==> src/hdl/dsrmw_defs.svh <==
// Constants for the decorated store read-modify-write bridge.
// Assumes 32-bit AHB address and data paths.
`ifndef DSRMW_DEFS_SVH
`define DSRMW_DEFS_SVH
`define DSRMW_DEC_BASE_LO  32'h4400_0000
`define DSRMW_DEC_BASE_HI  32'h5FFF_FFFF
`define DSRMW_LOGIC_MASK   32'hE00F_FFFF
`define DSRMW_FIELD_MASK   32'hE007_FFFF
`define DSRMW_OP_HI        28
`define DSRMW_OP_LO        26
`define DSRMW_POS_HI       27
`define DSRMW_POS_LO       23
`define DSRMW_WID_HI       22
`define DSRMW_WID_LO       19
`define DSRMW_SIZE_BYTE    3'h0
`define DSRMW_SIZE_HALF    3'h1
`define DSRMW_SIZE_WORD    3'h2
`define DSRMW_HTRANS_IDLE  2'h0
`define DSRMW_HTRANS_NSEQ  2'h2
`endif

==> src/hdl/dsrmw_pkg.sv <==
// Types for the decorated store read-modify-write bridge.
// Assumes dsrmw_defs.svh supplies the numeric constants.
package dsrmw_pkg;
  typedef enum logic [2:0] {
    DSRMW_OP_NONE = 3'b000,
    DSRMW_OP_AND  = 3'b001,
    DSRMW_OP_OR   = 3'b010,
    DSRMW_OP_XOR  = 3'b011,
    DSRMW_OP_BFI  = 3'b100
  } dsrmw_op_t;
  typedef enum logic [1:0] {
    DSRMW_ST_PASS  = 2'b00,
    DSRMW_ST_MOD   = 2'b01,
    DSRMW_ST_WRITE = 2'b10
  } dsrmw_state_t;
endpackage : dsrmw_pkg

==> src/hdl/dsrmw_modify.sv <==
// Combines read data with write data for one decorated store.
// Assumes read data and write data are lane-replicated by size.
`timescale 1ns/1ps
`include "dsrmw_defs.svh"
module dsrmw_modify #(
  parameter int DW = 32
) (
  // Operation
  input  wire dsrmw_pkg::dsrmw_op_t op,
  input  wire logic [4:0]          pos,
  input  wire logic [3:0]          wid,
  input  wire logic [2:0]          size,
  // Data
  input  wire logic [DW-1:0]       rdata,
  input  wire logic [DW-1:0]       wdata,
  output logic      [DW-1:0]       result
);
  logic [DW-1:0] field_m;
  logic [DW-1:0] cont_m;
  logic [DW-1:0] ins_m;

  // Container mask limits the field to the access size
  always_comb begin
    case (size)
      `DSRMW_SIZE_BYTE: cont_m = DW'(32'h0000_00FF);
      `DSRMW_SIZE_HALF: cont_m = DW'(32'h0000_FFFF);
      default:          cont_m = {DW{1'b1}};
    endcase
  end

  // Mask of w+1 ones at b; bits past the container are dropped
  always_comb begin
    field_m = ((DW'(2) << wid) - DW'(1)) << pos;
    ins_m   = field_m & cont_m;
  end

  always_comb begin
    case (op)
      dsrmw_pkg::DSRMW_OP_AND: result = rdata & wdata;
      dsrmw_pkg::DSRMW_OP_OR:  result = rdata | wdata;
      dsrmw_pkg::DSRMW_OP_XOR: result = rdata ^ wdata;
      dsrmw_pkg::DSRMW_OP_BFI:
        result = (rdata & ~ins_m) | (wdata & ins_m);
      default:                 result = wdata;
    endcase
  end
endmodule : dsrmw_modify

==> src/hdl/dsrmw_bridge.sv <==
// Decorated store bridge between a crossbar AHB slave port and the
// peripheral bridge. Turns decorated stores into atomic RMW.
// Assumes one AHB master upstream and an AHB slave downstream,
// both on sys_clk; the master replicates narrow write data itself.
//
// Contract
// - Code 010 ORs write data into target.
// - Code 011 XORs write data into target.
// - Read and write run back to back, indivisible.
// - Operand size follows the write transfer size.
// - Logical address masked with E00FFFFF for both.
// - Bits 25 to 20 ignored for OR/XOR.
// - Cycle x: undecorated read out, capture attributes.
// - Cycle x+1: captured address reissued as write.
// - Data phase one: modify and register result.
// - Cycle x+2: registered data driven as write data.
// - Field insert of width w+1 at b.
// - Code 001 ANDs write data into target.
// - Upstream ready held low during modify phase.
// - Downstream wait states passed straight upstream.
// - Insert: bit 28, b at 27:23, w at 22:19.
`timescale 1ns/1ps
`include "dsrmw_defs.svh"
module dsrmw_bridge #(
  parameter int AW = 32,
  parameter int DW = 32
) (
  // Clock and reset
  input  wire logic          sys_clk,
  input  wire logic          rst_b,
  // Upstream AHB slave port
  input  wire logic          up_hsel,
  input  wire logic [AW-1:0] up_haddr,
  input  wire logic [1:0]    up_htrans,
  input  wire logic          up_hwrite,
  input  wire logic [2:0]    up_hsize,
  input  wire logic [3:0]    up_hprot,
  input  wire logic [DW-1:0] up_hwdata,
  output logic      [DW-1:0] up_hrdata,
  output logic               upstream_ready,
  output logic               up_hresp,
  // Downstream AHB master port to the peripheral bridge
  output logic               dn_hsel,
  output logic      [AW-1:0] dn_haddr,
  output logic      [1:0]    dn_htrans,
  output logic               dn_hwrite,
  output logic      [2:0]    dn_hsize,
  output logic      [3:0]    dn_hprot,
  output logic      [DW-1:0] dn_hwdata,
  input  wire logic [DW-1:0] dn_hrdata,
  input  wire logic          downstream_ready,
  input  wire logic          dn_hresp
);
  logic                    rst_s1_q;
  logic                    rst_n_q;
  dsrmw_pkg::dsrmw_state_t st_q;
  dsrmw_pkg::dsrmw_op_t    dec_op;
  dsrmw_pkg::dsrmw_op_t    op_q;
  logic                    in_region;
  logic                    dec_start;
  logic [AW-1:0]           real_addr;
  logic [AW-1:0]           addr_q;
  logic [2:0]              size_q;
  logic [3:0]              prot_q;
  logic [4:0]              pos_q;
  logic [3:0]              wid_q;
  logic [DW-1:0]           mod_data;
  logic [DW-1:0]           wdata_q;

  // Reset release through two flops; assertion stays asynchronous
  always_ff @(posedge sys_clk or negedge rst_b) begin
    if (!rst_b) begin
      rst_s1_q <= 1'b0;
      rst_n_q  <= 1'b0;
    end else begin
      rst_s1_q <= 1'b1;
      rst_n_q  <= rst_s1_q;
    end
  end

  // Decode of the decoration; only bits 28:26 matter for logic ops
  always_comb begin
    in_region = (up_haddr >= `DSRMW_DEC_BASE_LO) &&
                (up_haddr <= `DSRMW_DEC_BASE_HI);
    if (up_haddr[`DSRMW_OP_HI]) begin
      dec_op    = dsrmw_pkg::DSRMW_OP_BFI;
      real_addr = up_haddr & `DSRMW_FIELD_MASK;
    end else begin
      case (up_haddr[`DSRMW_OP_HI:`DSRMW_OP_LO])
        3'b001:  dec_op = dsrmw_pkg::DSRMW_OP_AND;
        3'b010:  dec_op = dsrmw_pkg::DSRMW_OP_OR;
        3'b011:  dec_op = dsrmw_pkg::DSRMW_OP_XOR;
        default: dec_op = dsrmw_pkg::DSRMW_OP_NONE;
      endcase
      real_addr = up_haddr & `DSRMW_LOGIC_MASK;
    end
  end

  // Decorated loads and unknown codes fall through undecorated
  assign dec_start = up_hsel && up_htrans[1] && up_hwrite &&
                     in_region &&
                     (dec_op != dsrmw_pkg::DSRMW_OP_NONE) &&
                     upstream_ready &&
                     (st_q != dsrmw_pkg::DSRMW_ST_MOD);

  // Sequencer: PASS -> MOD -> WRITE -> PASS, or WRITE -> MOD
  always_ff @(posedge sys_clk or negedge rst_n_q) begin
    if (!rst_n_q) begin
      st_q <= dsrmw_pkg::DSRMW_ST_PASS;
    end else begin
      case (st_q)
        dsrmw_pkg::DSRMW_ST_PASS: begin
          if (dec_start && downstream_ready) begin
            st_q <= dsrmw_pkg::DSRMW_ST_MOD;
          end
        end
        dsrmw_pkg::DSRMW_ST_MOD: begin
          if (downstream_ready) begin
            st_q <= dsrmw_pkg::DSRMW_ST_WRITE;
          end
        end
        dsrmw_pkg::DSRMW_ST_WRITE: begin
          // Next address phase overlaps this write data phase
          if (dec_start && downstream_ready) begin
            st_q <= dsrmw_pkg::DSRMW_ST_MOD;
          end else if (downstream_ready) begin
            st_q <= dsrmw_pkg::DSRMW_ST_PASS;
          end
        end
        default: st_q <= dsrmw_pkg::DSRMW_ST_PASS;
      endcase
    end
  end

  // Capture address and attributes in the first address phase
  always_ff @(posedge sys_clk or negedge rst_n_q) begin
    if (!rst_n_q) begin
      addr_q <= '0;
      size_q <= `DSRMW_SIZE_BYTE;
      prot_q <= 4'h0;
      op_q   <= dsrmw_pkg::DSRMW_OP_NONE;
      pos_q  <= 5'h0;
      wid_q  <= 4'h0;
    end else if (dec_start && downstream_ready) begin
      addr_q <= real_addr;
      size_q <= up_hsize;
      prot_q <= up_hprot;
      op_q   <= dec_op;
      pos_q  <= up_haddr[`DSRMW_POS_HI:`DSRMW_POS_LO];
      wid_q  <= up_haddr[`DSRMW_WID_HI:`DSRMW_WID_LO];
    end
  end

  dsrmw_modify #(
    .DW (DW)
  ) u_modify (
    .op     (op_q),
    .pos    (pos_q),
    .wid    (wid_q),
    .size   (size_q),
    .rdata  (dn_hrdata),
    .wdata  (up_hwdata),
    .result (mod_data)
  );

  // Modified data captured at the end of the first data phase
  always_ff @(posedge sys_clk or negedge rst_n_q) begin
    if (!rst_n_q) begin
      wdata_q <= '0;
    end else if (st_q == dsrmw_pkg::DSRMW_ST_MOD && downstream_ready) begin
      wdata_q <= mod_data;
    end
  end

  // Downstream address phase; pass-through is combinational
  always_comb begin
    dn_hsel   = up_hsel;
    dn_haddr  = up_haddr;
    dn_htrans = up_htrans;
    dn_hwrite = up_hwrite;
    dn_hsize  = up_hsize;
    dn_hprot  = up_hprot;
    case (st_q)
      dsrmw_pkg::DSRMW_ST_MOD: begin
        dn_hsel   = 1'b1;
        dn_haddr  = addr_q;
        dn_htrans = `DSRMW_HTRANS_NSEQ;
        dn_hwrite = 1'b1;
        dn_hsize  = size_q;
        dn_hprot  = prot_q;
      end
      default: begin
        // Also x+2: master's next address phase must not be dropped
        if (dec_start) begin
          dn_haddr  = real_addr;
          dn_hwrite = 1'b0;
        end
      end
    endcase
  end

  // Write data: registered result in x+2, master data otherwise
  always_comb begin
    if (st_q == dsrmw_pkg::DSRMW_ST_WRITE) begin
      dn_hwdata = wdata_q;
    end else begin
      dn_hwdata = up_hwdata;
    end
  end

  // Ready: stall in modify phase, else wait states pass through
  always_comb begin
    if (st_q == dsrmw_pkg::DSRMW_ST_MOD) begin
      upstream_ready = 1'b0;
    end else begin
      upstream_ready = downstream_ready;
    end
  end

  assign up_hrdata = dn_hrdata;
  assign up_hresp  = dn_hresp;
endmodule : dsrmw_bridge

==> config.mk <==
export PLATFORM = sky130hd
export DESIGN_NAME = dsrmw_bridge
export DESIGN_NICKNAME = d
export VERILOG_FILES = /design/src/hdl/dsrmw_pkg.sv /design/src/hdl/dsrmw_modify.sv /design/src/hdl/dsrmw_bridge.sv
export VERILOG_INCLUDE_DIRS = /design/src /design/src/hdl
export SDC_FILE = /design/constraint.sdc
export NUM_CORES = 1
export LEC_CHECK = 0
export BUFFER_PORTS_ARGS = -buffer_cell sky130_fd_sc_hd__buf_2
export CORE_MARGIN = 2
export CORE_UTILIZATION = 25
export DETAILED_ROUTE_END_ITERATION = 6
export GPL_ROUTABILITY_DRIVEN = 0
export SYNTH_ARGS = -nofsm -noshare
export SYNTH_HDL_FRONTEND = slang
export SYNTH_SLANG_ARGS = --single-unit
==> constraint.sdc <==
create_clock -name sys_clk -period 2.65 [get_ports sys_clk]
set_input_delay 0.265 -clock sys_clk [delete_from_list [all_inputs] [get_ports sys_clk]]
set_output_delay 0.265 -clock sys_clk [all_outputs]
set_load 0.02 [all_outputs]
==> results of run 1 <==
==> timing repair <==
item / CTS / global route
endpoints found under the hold margin: 2 / 0
buffers inserted: 16 / 16
endpoints found under the setup margin: 29 / 29
pin swaps: 51 / 37
gates resized for setup: 86 / 65
hold buffers: 1 / 0
gates cloned: 1 / 0
==> synthesized netlist by cell type, types with 8 or more instances <==
| cell | count | area (um2) |
|---|---|---|
| sky130_fd_sc_hd__nand2_1 | 152 | 571 |
| sky130_fd_sc_hd__o21ai_0 | 113 | 566 |
| sky130_fd_sc_hd__nor2_1 | 88 | 330 |
| sky130_fd_sc_hd__dfrtp_1 | 78 | 1950 |
| sky130_fd_sc_hd__inv_1 | 76 | 285 |
| sky130_fd_sc_hd__a21oi_1 | 67 | 335 |
| sky130_fd_sc_hd__ha_1 | 65 | 813 |
| sky130_fd_sc_hd__clkbuf_1 | 63 | 236 |
| sky130_fd_sc_hd__mux2_2 | 62 | 698 |
| sky130_fd_sc_hd__buf_4 | 33 | 248 |
| sky130_fd_sc_hd__o221ai_1 | 23 | 201 |
| sky130_fd_sc_hd__nor3_1 | 20 | 100 |
| sky130_fd_sc_hd__a211oi_1 | 18 | 135 |
| sky130_fd_sc_hd__buf_2 | 16 | 80.1 |
| sky130_fd_sc_hd__mux2i_1 | 14 | 140 |
| sky130_fd_sc_hd__o22ai_1 | 13 | 81.3 |
| sky130_fd_sc_hd__nand3_1 | 12 | 60.1 |
| sky130_fd_sc_hd__o211ai_1 | 12 | 90.1 |
| sky130_fd_sc_hd__a31oi_1 | 11 | 68.8 |
| sky130_fd_sc_hd__and2_1 | 11 | 68.8 |
| sky130_fd_sc_hd__nor2b_1 | 11 | 68.8 |
| sky130_fd_sc_hd__a221oi_1 | 8 | 70.1 |
==> final cells by class <==
type / count / area (um2) / share of cell area
Timing Repair Buffer: 356 / 2350 / 0.201
Tap cell: 448 / 561 / 0.0478
Multi-Input combinational cell: 838 / 6250 / 0.533
Clock buffer: 9 / 225 / 0.0192
Inverter: 78 / 297 / 0.0253
Sequential cell: 78 / 1960 / 0.167
Clock inverter: 7 / 81.3 / 0.00693
==> registers in the layout, indices dropped and copies added (netlist names) <==
| register | cells |
|---|---|
| addr_q | 23 |
| rst_s1_q | 1 |
| pos_q | 5 |
| st_q | 2 |
| prot_q | 4 |
| wid_q | 4 |
| wdata_q | 32 |
| op_q | 3 |
| rst_n_q | 1 |
| size_q | 3 |
==> per-layer routing <==
layer,up-vias,part of all wire
met5,-,0.0011
met4,6,0.031
met3,97,0.083
met2,459,0.47
met1,4515,0.42
li1,4448,-
==> worst paths after layout <==
kind	start	end	slack [ps]
worst max-delay path	wid_q[1]$_DFFE_PN0P_	wdata_q[28]$_DFFE_PN0P_	-360
worst min-delay path	up_haddr[5]	addr_q[5]$_DFFE_PN0P_	150
worst max register to register	wid_q[1]$_DFFE_PN0P_	wdata_q[28]$_DFFE_PN0P_	-360
worst min register to register	rst_n_q$_DFF_PN0_	addr_q[4]$_DFFE_PN0P_	270
max in group asynchronous	rst_n_q$_DFF_PN0_	wdata_q[19]$_DFFE_PN0P_	1740
min in group asynchronous	rst_b	rst_n_q$_DFF_PN0_	220
==> cell usage in the layout (no fill, tap or decap), drive strengths merged, types with 14 or more instances in the layout <==
master  synthesis  final
a21oi          67     67
o22ai          14     14
o221ai         24     24
mux2           62     62
nand2         152    152
dfrtp          78     78
mux2i          14     14
inv            76     78
nor2           88     88
buf            56    354
ha             65     65
o21ai         114    114
a211oi         18     18
nor3           20     20
==> metrics by stage <==
stage               worst slack [ps]  hold slack (ps)   util  instances
finish                          -363              150  0.352       1814
global route                    -463              146  0.352       1814
CTS                             -294              145  0.340       1801
detailed placement              -416             52.2  0.315       1773
global placement                -406             52.6  0.315       1773
floorplan                       -396            -30.6      -       1113
==> report_power, final <==
group	total [W]	switching, W	internal [W]
combinational	0.00479	0.00280	0.00199
clock	0.00134	0.000597	0.000746
sequential	0.00176	0.000250	0.00151
total	0.00790	0.00365	0.00424
==> cell families (layout without fill, tap and decap cells) <==
kind of cell / count (synthesis) / after routing / synth area share
buf+inv: 197 / 450 / 0.106
other cells: 1 / 1 / 0.000447
xor+xnor: 2 / 2 / 0.00433
fa+ha+maj: 66 / 66 / 0.0982
simple gates: 355 / 355 / 0.195
compound gates: 338 / 338 / 0.263
mux: 76 / 76 / 0.100
flops: 78 / 78 / 0.233
==> load_flow_metrics.sql, run 1 <==
INSERT INTO impl_metrics (metric_group, metric, value, unit) VALUES
('outcome', 'outcome', 'finished with violations', ''),
('timing', 'post-route-period-util', '1.14', ''),
('routing', 'detail-route-antenna-nets', '0', ''),
('outcome', 'failed_checks', 'negative setup slack', ''),
('power_and_ir_drop', 'vdd_drop_max', '467', 'uV'),
('clocking', 'cts.sink_count', '78', ''),
('logic_synthesis', 'synth_cells', '1113', ''),
('floorplan', 'initial_util', '0.252', ''),
('timing', 'finalMaxSlewViolations', '0', ''),
('layout', 'number_of_antenna_diodes', '0', ''),
('grt', 'track_usage', '0.177', ''),
('power_and_ir_drop', 'power.total', '0.00790', 'W'),
('clocking', 'clk-insertion-delay-late', '360', 'ps'),
('routing', 'route.detailed.vias_per_inst', '5.25', ''),
('logic_synthesis', 'synth_nets', '1289', ''),
('logic_synthesis', 'async_flop_share', '1.00', ''),
('clocking', 'cts_max_level', '3', ''),
('grt', 'grt_antenna_before_repair', '3', ''),
('logic_synthesis', 'ys_ff_latch', '78', ''),
('power_and_ir_drop', 'power.static_leakage', '5.37', 'nW'),
('timing', 'worstMarginPinSlew', '1200', 'ps'),
('grt', 'global_route.overflow_total', '0', ''),
('timing', 'finalSetupViolations', '28', ''),
('routing', 'vias', '9525', ''),
('routing', 'drtIter0Drc', '1013', ''),
('critical_path', 'critPathMaxFanout', '7', ''),
('grt', 'first_global_vias', '9041', ''),
('placement', 'dp_hpwl', '23.8', 'mm'),
('critical_path', 'worst_ep_required_time', '2880', 'ps'),
('grt', 'grt_pass1_wl', '49.6', 'mm'),
('flow_run', 'cap_violations', '0', ''),
('timing', 'timing.setup.tns', '-4960', 'ps'),
('critical_path', 'crit_start_category', 'flip-flop', ''),
('worst_hold_path', 'worstHoldPathType', 'in2reg', ''),
('clocking', 'cts_root_buffer', 'sky130_fd_sc_hd__clkbuf_16', ''),
('critical_path', 'cp_slowest_cell', 'sky130_fd_sc_hd__a311oi_2', ''),
('critical_path', 'critical_path_endpoint_category', 'flip-flop', ''),
('critical_path', 'critical-path-max-stage-delay', '420', 'ps'),
('grt', 'globalRouteMet2Util', '0.295', ''),
('routing', 'drt-pass1-iter-count', '7', ''),
('logic_synthesis', 'syn-cell-area', '0.00839', 'mm2'),
('routing', 'routedWlPerCell', '18.2', 'um'),
('floorplan', 'standard_cell_rows', '67', ''),
('grt', 'grt_start_max_net_pins', '49', ''),
('clocking', 'tritoncts', 'done', ''),
('critical_path', 'r2r_cells', '14', ''),
('timing', 'max_freq', '0.332', 'GHz'),
('timing', 'finClkSkew', '9.94', 'ps'),
('layout', 'areaGrowthSynthToFinish', '39.9', '%'),
('layout', 'post_route_cells_drive_above_1_share', '0.394', ''),
('timing', 'postLayoutSetupSlackWorst', '-363', 'ps'),
('critical_path', 'path_common_cell', 'sky130_fd_sc_hd__buf_4', ''),
('timing', 'rsz0062_at_grt', 'yes', ''),
('placement', 'numPortBuffers', '217', ''),
('critical_path', 'critical-path-top-delay-family', 'compound AO/OA/AOI/OAI gates', ''),
('routing', 'drt_drc_violations_left', '0', ''),
('clocking', 'clk_pin_slew_worst_paths', '70', 'ps'),
('routing', 'detail_route.wirelength', '32.9', 'mm'),
('critical_path', 'critical_path.cell_chain', 'nor4_4, inv_2, ha_4, buf_12, nand4_1, o211ai_1, buf_4, buf_4, a22oi_1, o221ai_2, a311oi_2, buf_4, mux2i_1, a22oi_1', ''),
('logic_synthesis', 'seq_area_frac_synth', '0.233', ''),
('floorplan', 'count_of_pins_on_the_block_boundary', '220', ''),
('floorplan', 'design.die.area', '0.0350', 'mm2'),
('clocking', 'cts-buffers-inserted', '9', ''),
('layout', 'finalNetCount', '1537', ''),
('critical_path', 'critical_path_depth', '14', ''),
('grt', 'met3_usage_in_global_routing', '0.0469', ''),
('floorplan', 'core_area', '0.0333', 'mm2'),
('logic_synthesis', 'yosys.cell_types.count', '79', ''),
('floorplan', 'die_y', '187', 'um'),
('logic_synthesis', 'synth_ff_type', 'sky130_fd_sc_hd__dfrtp_1', ''),
('logic_synthesis', 'synth.yosys.warnings', '0', '');
Note: power is estimated with default switching activity, not from simulation.
==> inputs of run 2 (changes only) <==
--- a/config.mk
+++ b/config.mk
@@ -11,6 +11,7 @@
 export CORE_UTILIZATION = 25
 export DETAILED_ROUTE_END_ITERATION = 6
 export GPL_ROUTABILITY_DRIVEN = 0
+export MAX_ROUTING_LAYER = met4
 export SYNTH_ARGS = -nofsm -noshare
 export SYNTH_HDL_FRONTEND = slang
 export SYNTH_SLANG_ARGS = --single-unit
==> constraint.sdc (replaced) <==
create_clock -name sys_clk -period 2.85 [get_ports sys_clk]
set_input_delay 0.285 -clock sys_clk [delete_from_list [all_inputs] [get_ports sys_clk]]
set_output_delay 0.285 -clock sys_clk [all_outputs]
set_load 0.02 [all_outputs]
==> load_flow_metrics.sql, run 2 (synthesized netlist as in run 1, its figures left out) <==
INSERT INTO impl_metrics (metric_group, metric, value, unit) VALUES
('layout', 'layout.cells.most_common', 'sky130_fd_sc_hd__buf_2', ''),
('routing', 'routedWlPerCell', '18.1', 'um'),
('critical_path', 'cp.buffers_inverters', '1', ''),
('timing', 'max_freq', '0.328', 'GHz'),
('clocking', 'clk-insertion-delay-late', '360', 'ps'),
('critical_path', 'critPathMaxFanout', '6', ''),
('clocking', 'cts.sink_count', '78', ''),
('critical_path', 'crit_start_category', 'flip-flop', ''),
('routing', 'drtIter0Drc', '878', ''),
('power_and_ir_drop', 'power.static_leakage', '5.23', 'nW'),
('timing', 'finClkSkew', '6.86', 'ps'),
('grt', 'grt_start_max_net_pins', '77', ''),
('critical_path', 'worst-endpoint-arrival', '3290', 'ps'),
('critical_path', 'worst_ep_required_time', '3100', 'ps'),
('clocking', 'cts_root_buffer', 'sky130_fd_sc_hd__clkbuf_16', ''),
('layout', 'mostFrequentLayoutCells', 'sky130_fd_sc_hd__buf_2 (217), sky130_fd_sc_hd__nand2_1 (150), sky130_fd_sc_hd__o21ai_0 (99), sky130_fd_sc_hd__buf_4 (96), sky130_fd_sc_hd__nor2_1 (83)', ''),
('worst_hold_path', 'hold_path_startpoint', 'up_haddr[16]', ''),
('timing', 'maxSlewHeadroom', '0.260', ''),
('power_and_ir_drop', 'vdd_drop_max', '288', 'uV'),
('power_and_ir_drop', 'comb_power_share', '0.587', ''),
('power_and_ir_drop', 'switching_share', '0.469', ''),
('layout', 'post_route_cells_drive_above_1_share', '0.376', ''),
('timing', 'finalMaxSlewViolations', '0', ''),
('timing', 'hold_vio_cnt_final', '0', ''),
('critical_path', 'critical-path-top-delay-family', 'simple AND/OR/NAND/NOR gates', ''),
('flow_run', 'cap_violations', '0', ''),
('critical_path', 'critical_path.cell_chain', 'nor4_4, inv_2, ha_4, or4b_4, o22ai_4, nor2_2, o211ai_1, a211oi_2, or4_1, a32o_1', ''),
('critical_path', 'startpoint_of_the_lowest_slack_register_to_register_path', 'wid_q[3]$_DFFE_PN0P_', ''),
('critical_path', 'cp_slowest_cell', 'sky130_fd_sc_hd__or4b_4', ''),
('outcome', 'outcome', 'finished with violations', ''),
('layout', 'areaGrowthSynthToFinish', '35.5', '%'),
('layout', 'register_ranked_first_by_flip_flop_count', 'wdata_q', ''),
('routing', 'route.detailed.vias_per_inst', '5.29', ''),
('clocking', 'tritoncts', 'done', ''),
('floorplan', 'die_y', '187', 'um'),
('routing', 'drt_drc_violations_left', '0', ''),
('floorplan', 'core_area', '0.0333', 'mm2'),
('routing', 'detail-route-antenna-nets', '0', ''),
('timing', 'post-route-min-period', '3050', 'ps'),
('grt', 'track_usage', '0.183', ''),
('clocking', 'cts-buffers-inserted', '9', ''),
('critical_path', 'critical_path_endpoint_category', 'flip-flop', ''),
('clocking', 'clk_pin_slew_worst_paths', '80', 'ps'),
('layout', 'finalNetCount', '1516', ''),
('routing', 'vias', '9495', ''),
('timing', 'worstMarginPinSlew', '1110', 'ps'),
('grt', 'global_route.overflow_total', '0', ''),
('floorplan', 'initial_util', '0.252', ''),
('timing', 'post-route-period-util', '1.07', ''),
('routing', 'drt-pass1-iter-count', '7', ''),
('grt', 'grt_antenna_before_repair', '1', ''),
('placement', 'numPortBuffers', '217', ''),
('layout', 'reg_top3', 'wdata_q (32), addr_q (23), pos_q (5)', ''),
('timing', 'finalSetupViolations', '12', ''),
('routing', 'detail_route.wirelength', '32.6', 'mm'),
('worst_hold_path', 'worstHoldPathType', 'in2reg', ''),
('layout', 'number_of_flip_flops_under_the_largest_register_name', '32', ''),
('timing', 'worst_hold_slack', '168', 'ps'),
('layout', 'stdcell_count', '1795', ''),
('power_and_ir_drop', 'pwr_density_cell', '628', 'mW/mm2'),
('critical_path', 'worst-setup-path-type', 'reg2reg', ''),
('grt', 'first_global_vias', '8974', ''),
('critical_path', 'crit_path_start', 'wid_q[3]$_DFFE_PN0P_', ''),
('power_and_ir_drop', 'seq_power_share', '0.233', ''),
('layout', 'layout.filler_cells', '3484', ''),
('power_and_ir_drop', 'internal_dissipation', '0.00379', 'W'),
('placement', 'dp_hpwl', '23.6', 'mm'),
('grt', 'grt_pass1_wl', '49.7', 'mm'),
('timing', 'rsz0062_at_grt', 'yes', ''),
('power_and_ir_drop', 'clock_power_share', '0.180', ''),
('critical_path', 'critical-path-max-stage-delay', '550', 'ps'),
('floorplan', 'die_w', '187', 'um'),
('timing', 'timing.setup.tns', '-1170', 'ps'),
('clocking', 'clock_tree.buffer_depth', '2', ''),
('outcome', 'failed_checks', 'negative setup slack', ''),
('floorplan', 'count_of_pins_on_the_block_boundary', '220', ''),
('placement', 'post-place-cells', '1765', ''),
('timing', 'postLayoutSetupSlackWorst', '-197', 'ps'),
('floorplan', 'design.die.area', '0.0350', 'mm2'),
('floorplan', 'standard_cell_rows', '67', ''),
('clocking', 'cts_max_level', '3', ''),
('power_and_ir_drop', 'net_switching', '0.00334', 'W');
==> run 2: metal layers <==
layer / vias to the layer above / wire length, um / track usage / share of wire
met5: - / 0 / - / 0
met1: 4481 / 13900 / 0.236 / 0.43
met2: 520 / 14700 / 0.286 / 0.45
met4: 0 / 975 / 0.0543 / 0.030
li1: 4410 / - / - / -
met3: 84 / 3000 / 0.0403 / 0.092
==> run 2: cell type report <==
| cell class | instances | area, um2 | area share |
|---|---|---|---|
| inverter | 78 | 295 | 0.0260 |
| timing repair buffer | 335 | 2100 | 0.185 |
| tap | 448 | 561 | 0.0493 |
| antenna | 2 | 5.00 | 0.000440 |
| sequential | 78 | 1960 | 0.172 |
| multi-input combinational | 838 | 6140 | 0.541 |
| clock inverter | 7 | 81.3 | 0.00716 |
| clock buffer | 9 | 225 | 0.0198 |
==> run 2: timing repair <==
| item | 4_1_cts | 5_1_grt |
|---|---|---|
| endpoints found under the setup margin | 22 | 28 |
| gates resized for setup | 50 | 75 |
| buffers inserted | 14 | 5 |
| pin swaps | 24 | 29 |
| hold endpoints to repair | 2 | 0 |
| hold buffers | 1 | 0 |
==> run 2: final timing paths <==
| path | endpoint | slack [ps] | cells past startpoint |
|---|---|---|---|
| worst min-delay path | addr_q[16]$_DFFE_PN0P_ | 170 | 2 |
| worst max-delay path | wdata_q[26]$_DFFE_PN0P_ | -200 | 10 |
| max in group asynchronous | wid_q[3]$_DFFE_PN0P_ | 1530 | 0 |
| worst max register to register | wdata_q[26]$_DFFE_PN0P_ | -200 | 10 |
| worst min register to register | rst_n_q$_DFF_PN0_ | 360 | 0 |
| min in group asynchronous | rst_n_q$_DFF_PN0_ | 240 | 2 |
==> run 2: power by group through the flow <==
stage                     Combinational [W]  Clock, W  Sequential, W
final                               0.00419   0.00128        0.00166
after global routing                0.00449   0.00136        0.00170
after CTS                           0.00386   0.00131        0.00165
after detailed placement            0.00365         0        0.00167
after global placement              0.00361         0        0.00166
after floorplan                     0.00234         0        0.00155
==> run 2: metrics by stage <==
| step | total power, W | util | instance area [um2] | worst slack [ps] |
|---|---|---|---|---|
| after global placement | 0.00527 | 0.312 | 10400 | -255 |
| after CTS | 0.00682 | 0.330 | 11000 | -164 |
| after detailed placement | 0.00531 | 0.312 | 10400 | -301 |
| after floorplan | 0.00389 | - | 8460 | -196 |
| final | 0.00713 | 0.341 | 11400 | -197 |
| after global routing | 0.00755 | 0.341 | 11400 | -279 |
